**config.mk**
```make
export PLATFORM = sky130hd
export DESIGN_NAME = timer2_run_clock_reload
export DESIGN_NICKNAME = d
export VERILOG_FILES = /design/src/rtl/timer2_pkg.sv /design/src/rtl/tick_if.sv /design/src/rtl/tick_source.sv /design/src/rtl/timer2_run_clock_reload.sv
export SDC_FILE = /design/constraint.sdc
export NUM_CORES = 1
export LEC_CHECK = 0
export BUFFER_PORTS_ARGS = -buffer_cell sky130_fd_sc_hd__buf_4
export CAP_MARGIN = 20
export CORE_AREA = 3 3 94 96
export CTS_CLUSTER_DIAMETER = 40
export CTS_CLUSTER_SIZE = 16
export DETAILED_ROUTE_END_ITERATION = 10
export DIE_AREA = 0 0 97 99
export GPL_TIMING_DRIVEN = 0
export HOLD_SLACK_MARGIN = 0.05
export PLACE_DENSITY = 0.61
export RECOVER_POWER = 50
export SYNTH_ARGS = -nofsm -noshare
export SYNTH_HDL_FRONTEND = slang
export SYNTH_SLANG_ARGS = --single-unit
```
**constraint.sdc**
```tcl
create_clock -name i_clock -period 2.1 [get_ports i_clock]
set_clock_uncertainty 0.05 [all_clocks]
set_input_delay 0 -clock i_clock [delete_from_list [all_inputs] [get_ports i_clock]]
set_output_delay 0 -clock i_clock [all_outputs]
set_load 0.1 [all_outputs]
```
**src/rtl/timer2_pkg.sv**
```systemverilog
// shared constants for the split-capable sixteen-bit timer
package timer2_pkg;
   // -----------------------------------------------------------------
   // register offsets on the special-function register port
   // -----------------------------------------------------------------
   localparam logic [7:0] ADDR_RELOAD_VALUE_LOW = 8'hCA;
   localparam logic [7:0] ADDR_RELOAD_VALUE_HIGH = 8'hCB;
   localparam logic [7:0] ADDR_COUNT_LOW_BYTE = 8'hCC;
   localparam logic [7:0] RDATA_UNMAPPED = 8'h00;

   // -----------------------------------------------------------------
   // reset values
   // -----------------------------------------------------------------
   localparam logic [7:0] RST_RELOAD_VALUE_LOW = 8'h00;
   localparam logic [7:0] RST_RELOAD_VALUE_HIGH = 8'h00;
   localparam logic [15:0] RST_COUNT = 16'h0000;

   // -----------------------------------------------------------------
   // aux_clock_select encodings and divider counts
   // -----------------------------------------------------------------
   localparam logic [1:0] SEL_SYSDIV_RTCCAP = 2'h0;
   localparam logic [1:0] SEL_COMP_RTCCAP = 2'h1;
   localparam logic [1:0] SEL_SYSDIV_COMPCAP = 2'h2;
   localparam logic [1:0] SEL_RTC_COMPCAP = 2'h3;
   localparam int SYS_DIVIDE = 12;
   localparam int RTC_DIVIDE = 8;
   localparam logic [7:0] BYTE_MAX = 8'hFF;
   localparam logic [15:0] WORD_MAX = 16'hFFFF;
endpackage : timer2_pkg

```
**src/rtl/tick_if.sv**
```systemverilog
// count and capture tick pulses passed from the source to the counter
`timescale 1ns/1ps
interface tick_if;
   logic aux_tick;
   logic cap_tick;
   modport source (output aux_tick, output cap_tick);
   modport sink (input aux_tick, input cap_tick);
endinterface : tick_if

```
**src/rtl/tick_source.sv**
```systemverilog
// synchronises slow sources and decodes the auxiliary and capture ticks
`timescale 1ns/1ps
module tick_source import timer2_pkg::*; (
   input wire logic i_clock,
   input wire logic i_reset,
   input wire logic [1:0] i_aux_clock_select,
   input wire logic i_comparator0,
   input wire logic i_rtc_clock,
   tick_if.source ticks
);
   typedef struct packed {
      logic comp_s1;
      logic comp_s2;
      logic comp_s3;
      logic rtc_s1;
      logic rtc_s2;
      logic rtc_s3;
      logic [3:0] div12;
      logic [2:0] rtc_div;
      logic aux_tick;
      logic cap_tick;
   } src_state_t;

   src_state_t s_r;
   src_state_t s_nxt;
   logic comp_edge;
   logic rtc_edge;
   logic rtc8_pulse;
   logic sys12_pulse;

   // -----------------------------------------------------------------
   // edge detection and decode
   // -----------------------------------------------------------------
   // edges are taken between the second and third stage only
   assign comp_edge = s_r.comp_s2 & ~s_r.comp_s3;
   assign rtc_edge = s_r.rtc_s2 & ~s_r.rtc_s3;
   assign rtc8_pulse = rtc_edge && (s_r.rtc_div == 3'(RTC_DIVIDE - 1));
   assign sys12_pulse = (s_r.div12 == 4'(SYS_DIVIDE - 1));

   // next state: synchronisers, dividers and tick selection
   always_comb begin
      s_nxt = s_r;
      s_nxt.comp_s1 = i_comparator0;
      s_nxt.comp_s2 = s_r.comp_s1;
      s_nxt.comp_s3 = s_r.comp_s2;
      s_nxt.rtc_s1 = i_rtc_clock;
      s_nxt.rtc_s2 = s_r.rtc_s1;
      s_nxt.rtc_s3 = s_r.rtc_s2;
      s_nxt.div12 = sys12_pulse ? 4'h0 : 4'(s_r.div12 + 4'h1);
      if (rtc_edge) begin
         s_nxt.rtc_div = 3'(s_r.rtc_div + 3'h1);
      end
      // one field picks both sources; split bytes share the result
      case (i_aux_clock_select)
         SEL_SYSDIV_RTCCAP: begin
            s_nxt.aux_tick = sys12_pulse;
            s_nxt.cap_tick = rtc8_pulse;
         end
         SEL_COMP_RTCCAP: begin
            s_nxt.aux_tick = comp_edge;
            s_nxt.cap_tick = rtc8_pulse;
         end
         SEL_SYSDIV_COMPCAP: begin
            s_nxt.aux_tick = sys12_pulse;
            s_nxt.cap_tick = comp_edge;
         end
         default: begin
            s_nxt.aux_tick = rtc8_pulse;
            s_nxt.cap_tick = comp_edge;
         end
      endcase
   end

   always_ff @(posedge i_clock or posedge i_reset) begin
      if (i_reset) begin
         s_r <= '0;
      end else begin
         s_r <= s_nxt;
      end
   end

   assign ticks.aux_tick = s_r.aux_tick;
   assign ticks.cap_tick = s_r.cap_tick;
endmodule : tick_source

```
**src/rtl/timer2_run_clock_reload.sv**
```systemverilog
// split-capable sixteen-bit auto-reload timer: run, clocking, reload, low count
`timescale 1ns/1ps
module timer2_run_clock_reload import timer2_pkg::*; (
   input wire logic i_clock,
   input wire logic i_reset,
   input wire logic [7:0] i_sfr_addr,
   input wire logic i_sfr_write,
   input wire logic [7:0] i_sfr_wdata,
   input wire logic i_run_control_bit,
   input wire logic i_split_mode_enable,
   input wire logic i_capture_mode_enable,
   input wire logic [1:0] i_aux_clock_select,
   input wire logic i_high_byte_clock_pick,
   input wire logic i_low_byte_clock_pick,
   input wire logic i_comparator0,
   input wire logic i_rtc_clock,
   input wire logic i_high_flag_clear,
   input wire logic i_low_flag_clear,
   input wire logic i_count_high_write,
   input wire logic [7:0] i_count_high_wdata,
   output logic [7:0] o_sfr_rdata,
   output logic [7:0] o_count_high_byte,
   output logic o_high_overflow_flag,
   output logic o_low_overflow_flag
);
   typedef struct packed {
      logic [7:0] reload_lo;
      logic [7:0] reload_hi;
      logic [15:0] cnt;
      logic flag_hi;
      logic flag_lo;
      logic [7:0] rdata;
   } tmr_state_t;

   tmr_state_t s_r;
   tmr_state_t s_nxt;
   tick_if ticks ();
   logic tick_lo;
   logic tick_hi;
   logic wr_rl_lo;
   logic wr_rl_hi;
   logic wr_cnt_lo;
   logic capture;

   // -----------------------------------------------------------------
   // tick generation
   // -----------------------------------------------------------------
   tick_source u_tick_source (
      .i_clock(i_clock),
      .i_reset(i_reset),
      .i_aux_clock_select(i_aux_clock_select),
      .i_comparator0(i_comparator0),
      .i_rtc_clock(i_rtc_clock),
      .ticks(ticks)
   );

   // pick bit set means every system clock edge counts
   assign tick_lo = i_low_byte_clock_pick | ticks.aux_tick;
   assign tick_hi = i_high_byte_clock_pick | ticks.aux_tick;
   assign wr_rl_lo = i_sfr_write && (i_sfr_addr == ADDR_RELOAD_VALUE_LOW);
   assign wr_rl_hi = i_sfr_write && (i_sfr_addr == ADDR_RELOAD_VALUE_HIGH);
   assign wr_cnt_lo = i_sfr_write && (i_sfr_addr == ADDR_COUNT_LOW_BYTE);
   assign capture = i_capture_mode_enable && ticks.cap_tick;

   // -----------------------------------------------------------------
   // counting, reload, capture and register access
   // -----------------------------------------------------------------
   // clears are applied first so a same-cycle overflow still sets the flag
   always_comb begin
      s_nxt = s_r;
      if (i_high_flag_clear) begin
         s_nxt.flag_hi = 1'b0;
      end
      if (i_low_flag_clear) begin
         s_nxt.flag_lo = 1'b0;
      end
      if (!i_split_mode_enable) begin
         // sixteen-bit mode uses the low pick for the whole word
         if (i_run_control_bit && tick_lo) begin
            if (s_r.cnt == WORD_MAX) begin
               s_nxt.cnt = {s_r.reload_hi, s_r.reload_lo};
               s_nxt.flag_hi = 1'b1;
               s_nxt.flag_lo = 1'b1;
            end else begin
               s_nxt.cnt = s_r.cnt + 16'h0001;
               if (s_r.cnt[7:0] == BYTE_MAX) begin
                  s_nxt.flag_lo = 1'b1;
               end
            end
         end
      end else begin
         if (tick_lo) begin
            if (s_r.cnt[7:0] == BYTE_MAX) begin
               s_nxt.cnt[7:0] = s_r.reload_lo;
               s_nxt.flag_lo = 1'b1;
            end else begin
               s_nxt.cnt[7:0] = s_r.cnt[7:0] + 8'h01;
            end
         end
         if (i_run_control_bit && tick_hi) begin
            if (s_r.cnt[15:8] == BYTE_MAX) begin
               s_nxt.cnt[15:8] = s_r.reload_hi;
               s_nxt.flag_hi = 1'b1;
            end else begin
               s_nxt.cnt[15:8] = s_r.cnt[15:8] + 8'h01;
            end
         end
      end
      // capture snapshots the count into the reload pair; software write wins
      if (capture) begin
         s_nxt.reload_lo = s_r.cnt[7:0];
         s_nxt.reload_hi = s_r.cnt[15:8];
         s_nxt.flag_hi = 1'b1;
      end
      if (wr_rl_lo) begin
         s_nxt.reload_lo = i_sfr_wdata;
      end
      if (wr_rl_hi) begin
         s_nxt.reload_hi = i_sfr_wdata;
      end
      if (wr_cnt_lo) begin
         s_nxt.cnt[7:0] = i_sfr_wdata;
      end
      if (i_count_high_write) begin
         s_nxt.cnt[15:8] = i_count_high_wdata;
      end
      // read data is registered, so it lags the address by one cycle
      case (i_sfr_addr)
         ADDR_RELOAD_VALUE_LOW: s_nxt.rdata = s_r.reload_lo;
         ADDR_RELOAD_VALUE_HIGH: s_nxt.rdata = s_r.reload_hi;
         ADDR_COUNT_LOW_BYTE: s_nxt.rdata = s_r.cnt[7:0];
         default: s_nxt.rdata = RDATA_UNMAPPED;
      endcase
   end

   always_ff @(posedge i_clock or posedge i_reset) begin
      if (i_reset) begin
         s_r.reload_lo <= RST_RELOAD_VALUE_LOW;
         s_r.reload_hi <= RST_RELOAD_VALUE_HIGH;
         s_r.cnt <= RST_COUNT;
         s_r.flag_hi <= 1'b0;
         s_r.flag_lo <= 1'b0;
         s_r.rdata <= RDATA_UNMAPPED;
      end else begin
         s_r <= s_nxt;
      end
   end

   assign o_sfr_rdata = s_r.rdata;
   assign o_count_high_byte = s_r.cnt[15:8];
   assign o_high_overflow_flag = s_r.flag_hi;
   assign o_low_overflow_flag = s_r.flag_lo;
endmodule : timer2_run_clock_reload

```
### Yosys cells after proc, flatten, opt, wreduce, memory -nomap -nowiden

Cells that the tools add are included.

* output and inout port bits: 18
* register bits after elaboration: 57
* logic and storage cells: 78

* mux-type cells: 24
* eq/ne operators: 12
* add/sub/neg operators: 5
* bitwise logic cells: 6
* reductions and logical operators: 14

Operator list (number)
* $mux 8: 8
* $eq 8x8->1 const B: 5
* $mux 18: 2
* $mux 16: 2
* $pmux 8 s3: 1
* $add 16x1->16 const B: 1
* $add 8x1->8 const B: 2
* $eq 16x16->1 const B: 1
* $mux 1: 9
* $logic_and 1x1->1: 7
* $ne 3x1->1 const B: 2
* $pmux 2 s3: 1
* $reduce_bool 3->1: 2
* $add 4x1->4 const B: 1
* $eq 4x4->1 const B: 1
* $mux 4: 1
* $reduce_and 2->1: 2
* $reduce_bool 2->1: 2
* $add 3x1->3 const B: 1
* $eq 3x3->1 const B: 1
* $and 1x1->1: 2
* $eq 2x1->1 const B: 1
* $eq 2x2->1 const B: 1
* $logic_not 2->1: 1
* 2 further kinds: 4

### Longest topological paths before layout

Gate-level depths: netlist of run 1.

* word-level depth: 6
* gate-level depth with buffers: 8

### Modules after synthesis

Synthesis of run 1 repeated with hierarchy kept, for this count alone.

* cell total of the unflattened synthesis: 391
* area, all modules: 3488.3 um^2

By module, submodules not included
* timer2_run_clock_reload: cells each 353, sequential area each 1051.0 um^2, times used 1, area each 2932.8 um^2
* tick_source: cells each 38, sequential area each 375.4 um^2, times used 1, area each 555.5 um^2

### Worst setup path before layout of run 1

OpenSTA, ideal clock, no wires.

* path type: register -> register
* start point: reg s_r, in the netlist o_count_high_byte[0]
* end point: reg s_r[13] in the netlist's numbering
* slack: 150 ps
* clock period less this slack: 1950 ps
* data arrival time: 1772 ps
* path buffers: 1
* stages on the path, launching flop included: 8
* cells stage by stage: dfrtp_1 -> ha_1 -> clkbuf_1 -> and3_1 -> nand4_4 -> mux2_2 -> a221oi_2 -> a211oi_2

* cells in the longest elaborated chain, start to end: 5

RTL lines
* from (decl): RTL line timer2_run_clock_reload.sv:35 `tmr_state_t s_r;`
* from (signal assigned): RTL line timer2_run_clock_reload.sv:145 `s_r <= s_nxt;`
* $eq 16x16->1: RTL line timer2_run_clock_reload.sv:80 `if (s_r.cnt == WORD_MAX) begin`
* $mux 16: RTL line timer2_run_clock_reload.sv:80
* $mux 18: RTL line timer2_run_clock_reload.sv:79 `if (i_run_control_bit && tick_lo) begin`
* $mux 18: RTL line timer2_run_clock_reload.sv:77 `if (!i_split_mode_enable) begin`
* $mux 8: RTL line timer2_run_clock_reload.sv:121 `if (wr_cnt_lo) begin`

No other way between the ends. The select of a mux whose other input is x is not followed.
A chain may end at the register's enable or synchronous reset.

### Worst setup path after layout of run 1

* start point: reg s_r, in the netlist o_count_high_byte[1]
* end point: reg s_r[13] in the netlist's numbering

Same word-level chain as after synthesis.

==> results of run 1 <==
-- cell usage after synthesis, types with 2 or more instances --
cell type  number  area [um2]
or4_1           2        15.0
a21oi_1        25         125
a41oi_1         2        17.5
buf_4          21         158
a221oi_1        2        17.5
nand4_1         5        31.3
dfrtp_1        57        1430
mux2_2          9         101
a211oi_2        4        50.1
and3_1          4        25.0
nand2_1        31         116
nand3_1        10        50.1
a221oi_2        2        30.0
inv_1          19        71.3
o211ai_1        4        30.0
nor2_1         34         128
o21ai_1         3        15.0
o21ai_0        15        75.1
nand2b_1        9        56.3
mux2i_1        18         180
and4_1          2        17.5
a32oi_1         2        17.5
o221ai_1        2        17.5
nor3_1          5        25.0
clkbuf_1        4        15.0
xnor2_1         7        61.3
buf_6           3        33.8
ha_1            5        62.6
nor4_4          3        63.8
a21o_1          5        37.5
nand3b_1        2        15.0
o22ai_1         2        12.5
o31ai_1         7        52.6
buf_2          13        65.1
xor2_1          5        43.8
a222oi_1        8        80.1
nor2b_1         3        18.8
a31oi_1         7        43.8
-- logic make-up (layout without fill, tap and decap cells) --
kind of cell / after synthesis / count (layout) / synth area share
compound gates: 98 / 98 / 0.193
xor+xnor: 12 / 12 / 0.0292
fa+ha+maj: 5 / 5 / 0.0174
buf+inv: 60 / 160 / 0.0953
flops: 57 / 57 / 0.397
mux: 28 / 28 / 0.0814
simple gates: 119 / 119 / 0.187
-- worst max path at each step --
stage / endpoint / slack [ns] / depth (start not counted)
6_report: s_r[13]$_DFFE_PP0P_ / 0.07 / 6
2_1_floorplan: s_r[13]$_DFFE_PP0P_ / 0.15 / 7
3_5_place_dp: s_r[15]$_DFFE_PP0P_ / -0.21 / 7
3_3_place_gp: s_r[15]$_DFFE_PP0P_ / -0.20 / 7
5_1_grt: s_r[13]$_DFFE_PP0P_ / 0.01 / 6
4_1_cts: s_r[13]$_DFFE_PP0P_ / 0.01 / 6
-- final cells by class --
type,count,area [um2]
plain buffers,40,268
clock buffers,11,141
clock inverters,5,103
fillers,733,3420
inverters,19,71.3
multi-input cells,262,1850
flip-flops and latches,57,1430
well taps,105,131
repair buffers,85,717
-- layer usage --
metal,vias up,share of wire
li1,1551,-
met4,0,0.023
met1,1583,0.43
met3,23,0.058
met5,-,0
met2,130,0.49
-- registers in the layout, indices dropped and copies added (netlist names) --
signal	flops
o_sfr_rdata	8
o_high_overflow_flag	1
u_tick_source.ticks.cap_tick	1
s_r	24
o_low_overflow_flag	1
u_tick_source.s_r	9
u_tick_source.ticks.aux_tick	1
o_count_high_byte	8
u_tick_source.s_nxt	4
-- repair_timing --
item                                   CTS  global route
buffers inserted                         0             1
hold buffers                            28             0
pin swaps                                0             1
endpoints found under the hold margin   59             0
setup endpoints to repair               14             7
resized for setup                        7             4
-- cells in the final DEF (no fill, tap or decap), types with 5 or more instances in the layout --
cell / Yosys / final
a21o_1: 5 / 5
a21oi_1: 25 / 25
a222oi_1: 8 / 8
a31oi_1: 7 / 7
buf_2: 13 / 13
buf_4: 21 / 73
clkbuf_1: 4 / 5
clkbuf_8: 0 / 10
dfrtp_1: 57 / 54
dlygate4sd3_1: 0 / 28
inv_1: 19 / 19
mux2_2: 9 / 9
mux2i_1: 18 / 18
nand2_1: 31 / 29
nand2b_1: 9 / 9
nand3_1: 10 / 10
nand4_1: 5 / 5
nor2_1: 34 / 34
o21ai_0: 15 / 15
o31ai_1: 7 / 7
xnor2_1: 7 / 7
xor2_1: 5 / 5
-- worst min-delay path: stages --
cell and delay, ns:
buf_4 0.10, o22ai_1 0.11, a31oi_1 0.17, o21ai_1 0.08
-- per-stage QoR --
step	std cells	setup WS [ns]	power, mW	hold WS (ns)
floorplan	379	0.150	2.46	-0.0186
global placement	539	-0.197	2.77	0.0604
detailed placement	540	-0.209	2.81	0.0324
CTS	583	0.0128	4.14	0.110
global route	584	0.0127	4.36	0.137
finish	584	0.0731	4.16	0.118
-- power breakdown --
group	total [mW]	switching (mW)	internal, mW
combinational	1.28	0.726	0.558
clock	1.29	0.468	0.819
sequential	1.58	0.243	1.34
==> impl_metrics.tcl, run 1 <==
set metrics [dict create \
    status "completed" \
    cts_buffer_depth 2 \
    worstSetupStartpoint "o_count_high_byte[1]$_DFFE_PP0P_" \
    root_buffer "clkbuf_8" \
    p_leak_nw 2.23 \
    drt-wirelength-per-cell_um 17.2 \
    ir_worst_vdd_mv 0.481 \
    slew_headroom 0.224 \
    fin_tns_setup_ns 0 \
    ios 57 \
    gp_congestion 0.901 \
    hp-class "primary input to register" \
    syn_area_um2 3600 \
    yosys_warnings 0 \
    ys_types 56 \
    place_hpwl_um 7140 \
    path_buf_inv 0 \
    antenna_found_initial 0 \
    antenna_left 0 \
    cts_sinks 57 \
    ys.flop_type "dfrtp_1" \
    max_freq_mhz 493 \
    cp.required_ns 2.27 \
    use_met3 0.0375 \
    synth-seq-cells 57 \
    hold_start "i_low_byte_clock_pick" \
    fin_area_um2 4710 \
    reg2reg_from "o_count_high_byte[1]$_DFFE_PP0P_" \
    initial_core_util 0.442 \
    synth-edff-count 0 \
    syn2layout_area_growth_pct 31.0 \
    cts_made_buffers 9 \
    whs_path_depth 4 \
    drive_above_1_share 0.294 \
    placed_area_um2 4160 \
    reg2reg_depth 6 \
    die_y_um 99 \
    io_buffer_count 55 \
    min_to "s_r[15]$_DFFE_PP0P_" \
    insertedDiodeCount 0 \
    fp.coreArea_um2 8130 \
    grt_pass1_vias 3267 \
    layout.nets 518 \
    cap_viol_max_count 0 \
    cpMaxStageDelayCell "dfrtp_2" \
    timing.final.crit_share 0.965 \
    p_per_area_nw_per_um2 882 \
    met1_usage 0.277 \
    worst_r2r_endpoint "s_r[13]$_DFFE_PP0P_" \
    grt.total_usage 0.212 \
    dr.first_iter.drc_count 251 \
    yosysSeqAreaShare 0.397 \
    grt_pass1_wl_um 16300 \
    syn-num-nets 423 \
    syn_inst 379 \
    hold_viol_final 0 \
    grt_max_degree 37 \
    setup_violations 0 \
    wirelength_um 10000 \
    drc 0 \
    syn_area_per_cell_um2 9.49 \
    clock_latency_ns 0.34 \
    worst_slew_pin_slew_ns 1.17 \
    path_class "register to register" \
    grt-ovfl-total 0 \
    synthArstFlopShare 1.00 \
    dieArea_um2 9600 \
    layout_min_cycle_time_ns 2.03 \
    firstDrtPassIters 7 \
    critPathMaxFanout 8 \
    crit_arrival_ns 2.19 \
    gr-max-usage-layer "met2" \
    reg2reg_slack_ns 0.07 \
    die_x_um 97 \
    end_kind "register" \
    critPathTopFamily "flip-flops" \
    cts.clk_slew.worst_paths_ns 0.07 \
    htree_levels 3 \
    vias 3287 \
    grtUsageMet2 0.353 \
    cts_tree "done" \
    num_rows 33 \
    rsz0062_at_grt "false" \
    post-route-util 0.579 \
    crit_chain "ha_2 > and3_1 > nand4_4 > mux2_2 > a221oi_2 > a211oi_2" \
    via_per_inst 5.63 \
    maxSlewViolCount 0 \
    cp-start-kind "register" \
    max_stage_delay_ns 0.45 \
]
(Power assumes the default switching activity.)
==> inputs of run 2 (changes only) <==
- CTS_BUF_LIST: default -> sky130_fd_sc_hd__clkbuf_4 sky130_fd_sc_hd__clkbuf_8 sky130_fd_sc_hd__clkbuf_16
==> run 2 against run 1 <==
- clock-buffer cell count unchanged
- global-route usage unchanged
- combinational power about the same
- highest routed layer unchanged
- register-to-register slack about the same
==> impl_metrics.tcl, run 2 (synthesis gave the netlist of run 1 again) <==
set metrics [dict create \
    reg2reg_depth 6 \
    root_buffer "clkbuf_8" \
    setup_violations 0 \
    p_leak_nw 2.24 \
    post-route-util 0.580 \
    multi_input_area_um2 1850 \
    grt-ovfl-total 0 \
    drc 0 \
    hp-class "primary input to register" \
    die_y_um 99 \
    cts_buffer_depth 2 \
    firstDrtPassIters 5 \
    die_x_um 97 \
    antenna_found_initial 0 \
    slew_headroom 0.224 \
    path_class "register to register" \
    crit_chain "ha_2 > and3_1 > nand4_4 > mux2_2 > a221oi_2 > a211oi_2" \
    holdWs_ns 0.115 \
    num_rows 33 \
    max_freq_mhz 494 \
    fp.coreArea_um2 8130 \
    regArea_um2 1430 \
    p_per_area_nw_per_um2 884 \
    final_cell_mix "73 x buf_4, 54 x dfrtp_1, 34 x nor2_1, 29 x nand2_1, 28 x dlygate4sd3_1" \
    via_per_inst 5.63 \
    hold_viol_final 0 \
    place_inst 540 \
    vias 3287 \
    regMostFlops "s_r" \
    timing.final.crit_share 0.964 \
    path_buf_inv 0 \
    status "completed" \
    cts_sinks 57 \
    max_stage_delay_ns 0.45 \
    drt-wirelength-per-cell_um 17.1 \
    layout_min_cycle_time_ns 2.03 \
    grt_max_degree 37 \
    final_common_cell "buf_4" \
    grt_pass1_vias 3267 \
    cp.required_ns 2.27 \
    critPathMaxFanout 8 \
    rsz0062_at_grt "false" \
    grt.total_usage 0.212 \
    ios 57 \
    place_hpwl_um 7140 \
    drive_above_1_share 0.296 \
    cts_tree "done" \
    layout.cells.non_filler 584 \
    fin_area_um2 4710 \
    largest_register_ffs 24 \
    reg.largest.list "s_r x24, u_tick_source.s_r x9" \
    wirelength_um 9980 \
    ir_worst_vdd_mv 0.481 \
    cp-start-kind "register" \
    syn2layout_area_growth_pct 31.1 \
    critPathTopFamily "flip-flops" \
    end_kind "register" \
    dieArea_um2 9600 \
    clock_latency_ns 0.34 \
    htree_levels 3 \
    worst_slew_pin_slew_ns 1.17 \
    antenna_left 0 \
    cpMaxStageDelayCell "dfrtp_2" \
    io_buffer_count 55 \
    layout.nets 518 \
    dr.first_iter.drc_count 295 \
    cts_made_buffers 9 \
    gp_congestion 0.901 \
    totalPowerFinal_mw 4.17 \
    insertedDiodeCount 0 \
    maxSlewViolCount 0 \
    cap_viol_max_count 0 \
    grt_pass1_wl_um 16300 \
    cp.depth 6 \
    cts.clk_slew.worst_paths_ns 0.08 \
    crit_arrival_ns 2.19 \
    whs_path_depth 4 \
    placed_area_um2 4160 \
    nFillCells 732 \
    initial_core_util 0.442 \
]
run 2: cell counts in the layout (fill, tap and decap cells not counted):
Identical to the previous run, type by type.
run 2: stage by stage:
step	setup slack, ns	TNS (ns)
finish	0.0750	0
global route	0.0127	0
detailed placement	-0.209	-1.20
floorplan	0.150	0
global placement	-0.197	-10.11
CTS	0.0128	0
run 2: path summary, 6_finish.rpt:
kind                                                   start                                to  slack [ns]
max                         o_count_high_byte[0]$_DFFE_PP0P_               s_r[13]$_DFFE_PP0P_        0.07
min                                    i_low_byte_clock_pick               s_r[15]$_DFFE_PP0P_        0.12
max reg2reg                 o_count_high_byte[0]$_DFFE_PP0P_               s_r[13]$_DFFE_PP0P_        0.07
min reg2reg                u_tick_source.s_nxt[10]$_DFF_PP0_  u_tick_source.s_nxt[9]$_DFF_PP0_        0.30
max in group asynchronous                            i_reset               s_r[11]$_DFFE_PP0P_        0.91
min in group asynchronous                            i_reset  o_count_high_byte[1]$_DFFE_PP0P_        0.37
run 2: worst min-delay path, stage by stage:
cell and delay, ns:
buf_4 0.10, o22ai_1 0.11, a31oi_1 0.17, o21ai_1 0.08
run 2: where the power goes:
part           leakage, nW  switching (mW)  total [mW]  internal, mW
clock network        0.123           0.467        1.30         0.832
registers            0.699           0.241        1.58          1.34
logic                 1.41           0.725        1.28         0.558
run 2: layout make-up:
cell class / count / share of cell area
buffer: 40 / 0.0568
clock buffer: 11 / 0.0308
clock inverter: 5 / 0.0218
inverter: 19 / 0.0151
multi-input combinational: 262 / 0.392
sequential: 57 / 0.303
tap: 105 / 0.0279
timing repair buffer: 85 / 0.152
run 2: routing by layer:
layer,global-route usage,routed length [um],part of all wire
met5,0,0,0
met4,0.0799,242,0.024
met3,0.0375,560,0.056
met2,0.353,4910,0.49
met1,0.277,4270,0.43
run 2: timing repair:
item | CTS | global route
endpoints found under the setup margin | 14 | 7
endpoints found under the hold margin | 59 | 0
pin swaps | 0 | 1
hold buffers | 28 | 0
resized for setup | 7 | 4
setup buffers | 0 | 1
==> inputs of run 3 (changes only) <==
- ABC_AREA: default -> 1
- CORE_AREA: 3 3 94 96 -> 3 3 95 97
- CTS_CLUSTER_DIAMETER: 40 -> default
- DIE_AREA: 0 0 97 99 -> 0 0 98 100
- PLACE_DENSITY: 0.61 -> 0.62
==> run 3 against run 2 <==
- worst hold slack got worse by 0.046 ns
- power fell by 14%
- non-clock buffer count fell by 16
- clock-buffer cell count fell by 2
- synthesized cell count rose by 41%
- area after synthesis rose by 3.6%
- register-to-register slack improved by 0.07 ns
- final area rose by 1.0%
- first-iteration DRC count fell by 4.1%
- clock power fell by 10%
- maximum frequency rose by 3.7%
==> impl_metrics.tcl, run 3 <==
set metrics [dict create \
    p_leak_nw 2.55 \
    reg2reg_depth 11 \
    power.internal_mw 2.29 \
    regArea_um2 1430 \
    synth-seq-cells 57 \
    ir_worst_vdd_mv 0.513 \
    via_per_inst 5.27 \
    postLayoutSetupSlackWorst_ns 0.147 \
    reg.largest.list "s_r x24, u_tick_source.s_r x9" \
    nFillCells 771 \
    regMostFlops "s_r" \
    timing.final.crit_share 0.930 \
    place_ws_ns 0.0342 \
    netSwitchingPower_mw 1.29 \
    worst_slew_pin_slew_ns 0.686 \
    place_hpwl_um 8040 \
    num_rows 33 \
    synth_most_common_cell "nand2_1" \
    max_freq_mhz 512 \
    yosys_warnings 0 \
    holdWs_ns 0.0691 \
    synthTopCellsByCount "157 x nand2_1, 70 x inv_1, 63 x nand3_1" \
    worst_r2r_endpoint "s_r[10]$_DFFE_PP0P_" \
    htree_levels 3 \
    synth_top_area_cell "dfrtp_1" \
    grt_pass1_wl_um 18100 \
    final_common_cell "nand2_1" \
    largest_register_ffs 24 \
    insertedDiodeCount 0 \
    placed_area_um2 4290 \
    grt-ovfl-total 0 \
    wirelength_um 11300 \
    p_per_area_nw_per_um2 751 \
    synth-edff-count 0 \
    slew_headroom 0.542 \
    reg2reg_slack_ns 0.15 \
    cts_sinks 57 \
    drt-wirelength-per-cell_um 15.3 \
    synth_top_area_frac 0.383 \
    cts_buffer_depth 2 \
    worstSetupStartpoint "o_count_high_byte[0]$_DFFE_PP0P_" \
    crit_arrival_ns 2.15 \
    fp.coreArea_um2 8220 \
    maxSlewViolCount 0 \
    firstDrtPassIters 5 \
    cts_made_buffers 9 \
    cts_tree "done" \
    layout.nets 670 \
    ys_types 36 \
    p_sw_frac 0.360 \
    layout_min_cycle_time_ns 1.95 \
    cts.clk_slew.worst_paths_ns 0.07 \
    grt.total_usage 0.236 \
    hp-class "primary input to register" \
    fin_area_um2 4760 \
    max_stage_delay_ns 0.50 \
    setup_violations 0 \
    critPathMaxFanout 10 \
    gp_congestion 0.939 \
    cp-start-kind "register" \
    crit_chain "ha_1 > nand2_2 > nor2_2 > nand2_4 > clkinv_2 > nand2_8 > nand2_1 > nand3_1 > nand3_1 > nand2_1 > nand2_1" \
    dieArea_um2 9800 \
    drive_above_1_share 0.187 \
    syn_inst 535 \
    multi_input_area_um2 1820 \
    end_kind "register" \
    io_buffer_count 55 \
    status "completed" \
    rsz0062_at_grt "false" \
    crit_end "s_r[10]$_DFFE_PP0P_" \
    initial_core_util 0.453 \
    ios 57 \
    dr.first_iter.drc_count 283 \
    cpMaxStageDelayCell "dfrtp_2" \
    final_cell_mix "157 x nand2_1, 70 x inv_1, 70 x buf_4, 63 x nand3_1, 54 x dfrtp_1" \
    antenna_left 0 \
    clock_latency_ns 0.36 \
    drc 0 \
    netlist_top_cells_area "dfrtp_1 38%, nand2_1 16%, nand3_1 8.5%" \
    cp.required_ns 2.30 \
    yosysSeqAreaShare 0.383 \
    seqPwrFrac 0.394 \
    die_y_um 100 \
    p_comb_frac 0.278 \
    vias 3880 \
    syn_area_um2 3730 \
    reg2reg_from "o_count_high_byte[0]$_DFFE_PP0P_" \
    path_common_cell "nand2_1" \
    antenna_found_initial 0 \
    syn-num-nets 579 \
    synthArstFlopShare 1.00 \
    path_class "register to register" \
    cap_viol_max_count 0 \
    p_clk_frac 0.328 \
    grt_pass1_vias 3631 \
    grt_max_degree 43 \
    root_buffer "clkbuf_8" \
    syn_area_per_cell_um2 6.96 \
    totalPowerFinal_mw 3.57 \
    post-route-util 0.580 \
    hold_viol_final 0 \
    syn2layout_area_growth_pct 27.8 \
    die_x_um 98 \
    ys.flop_type "dfrtp_1" \
]
## run 3: timing repair
item / in CTS / in global routing
hold buffers: 24 / 0
endpoints found under the setup margin: 0 / 13
hold endpoints to repair: 95 / 0
setup buffers: 0 / 0
resized for setup: 0 / 4
## run 3: metal layers
| metal | routed length (um) | vias to the layer above | track usage |
|---|---|---|---|
| li1 | - | 1901 | - |
| met1 | 5030 | 1807 | 0.312 |
| met2 | 5230 | 148 | 0.374 |
| met3 | 795 | 24 | 0.0514 |
| met4 | 232 | 0 | 0.100 |
| met5 | 0 | - | 0 |
## run 3: cell families after synthesis
logic type / synth area share
simple gates: 0.327
buf+inv: 0.131
compound gates: 0.130
flops: 0.383
fa+ha+maj: 0.0168
xor+xnor: 0.00940
mux: 0.00269
## run 3: worst min-delay path by stage
| stage | startpoint | depth (start not counted) | slack [ns] | to |
|---|---|---|---|---|
| final | i_split_mode_enable | 7 | 0.07 | o_count_high_byte[5]$_DFFE_PP0P_ |
| after global routing | i_split_mode_enable | 7 | 0.13 | o_count_high_byte[5]$_DFFE_PP0P_ |
| after CTS | i_split_mode_enable | 7 | 0.06 | o_count_high_byte[5]$_DFFE_PP0P_ |
| after detailed placement | i_reset | 2 | -0.04 | u_tick_source.s_nxt[10]$_DFF_PP0_ |
| after global placement | i_comparator0 | 1 | 0.06 | u_tick_source.s_nxt[13]$_DFF_PP0_ |
| after floorplan | i_rtc_clock | 0 | -0.02 | u_tick_source.s_nxt[10]$_DFF_PP0_ |
## run 3: power groups by stage
stage	logic [mW]	registers, mW	clock network [mW]
3_5_place_dp	0.952	1.43	0
6_report	0.992	1.41	1.17
4_1_cts	0.991	1.41	1.19
2_1_floorplan	0.706	1.38	0
3_3_place_gp	0.928	1.42	0
5_1_grt	1.11	1.43	1.22
## run 3: per-stage QoR
stage / setup TNS (ns) / instances
finish: 0 / 736
floorplan: 0 / 535
global placement: -11.21 / 695
detailed placement: 0 / 696
global route: 0 / 736
CTS: 0 / 736
## run 3: final cells by class
class	instances	area share
multi-input cells	370	0.383
flip-flops and latches	57	0.300
repair buffers	80	0.141
inverters	79	0.0625
plain buffers	29	0.0397
well taps	105	0.0276
clock buffers	9	0.0260
clock inverters	7	0.0200
## run 3: critical path: cells and delay by family (launching register included)
kind | cells | cell delay [ns]
and+or+nand+nor | 9 | 0.86
DFF | 1 | 0.50
adders and majority gates | 1 | 0.26
buffers and inverters | 1 | 0.17
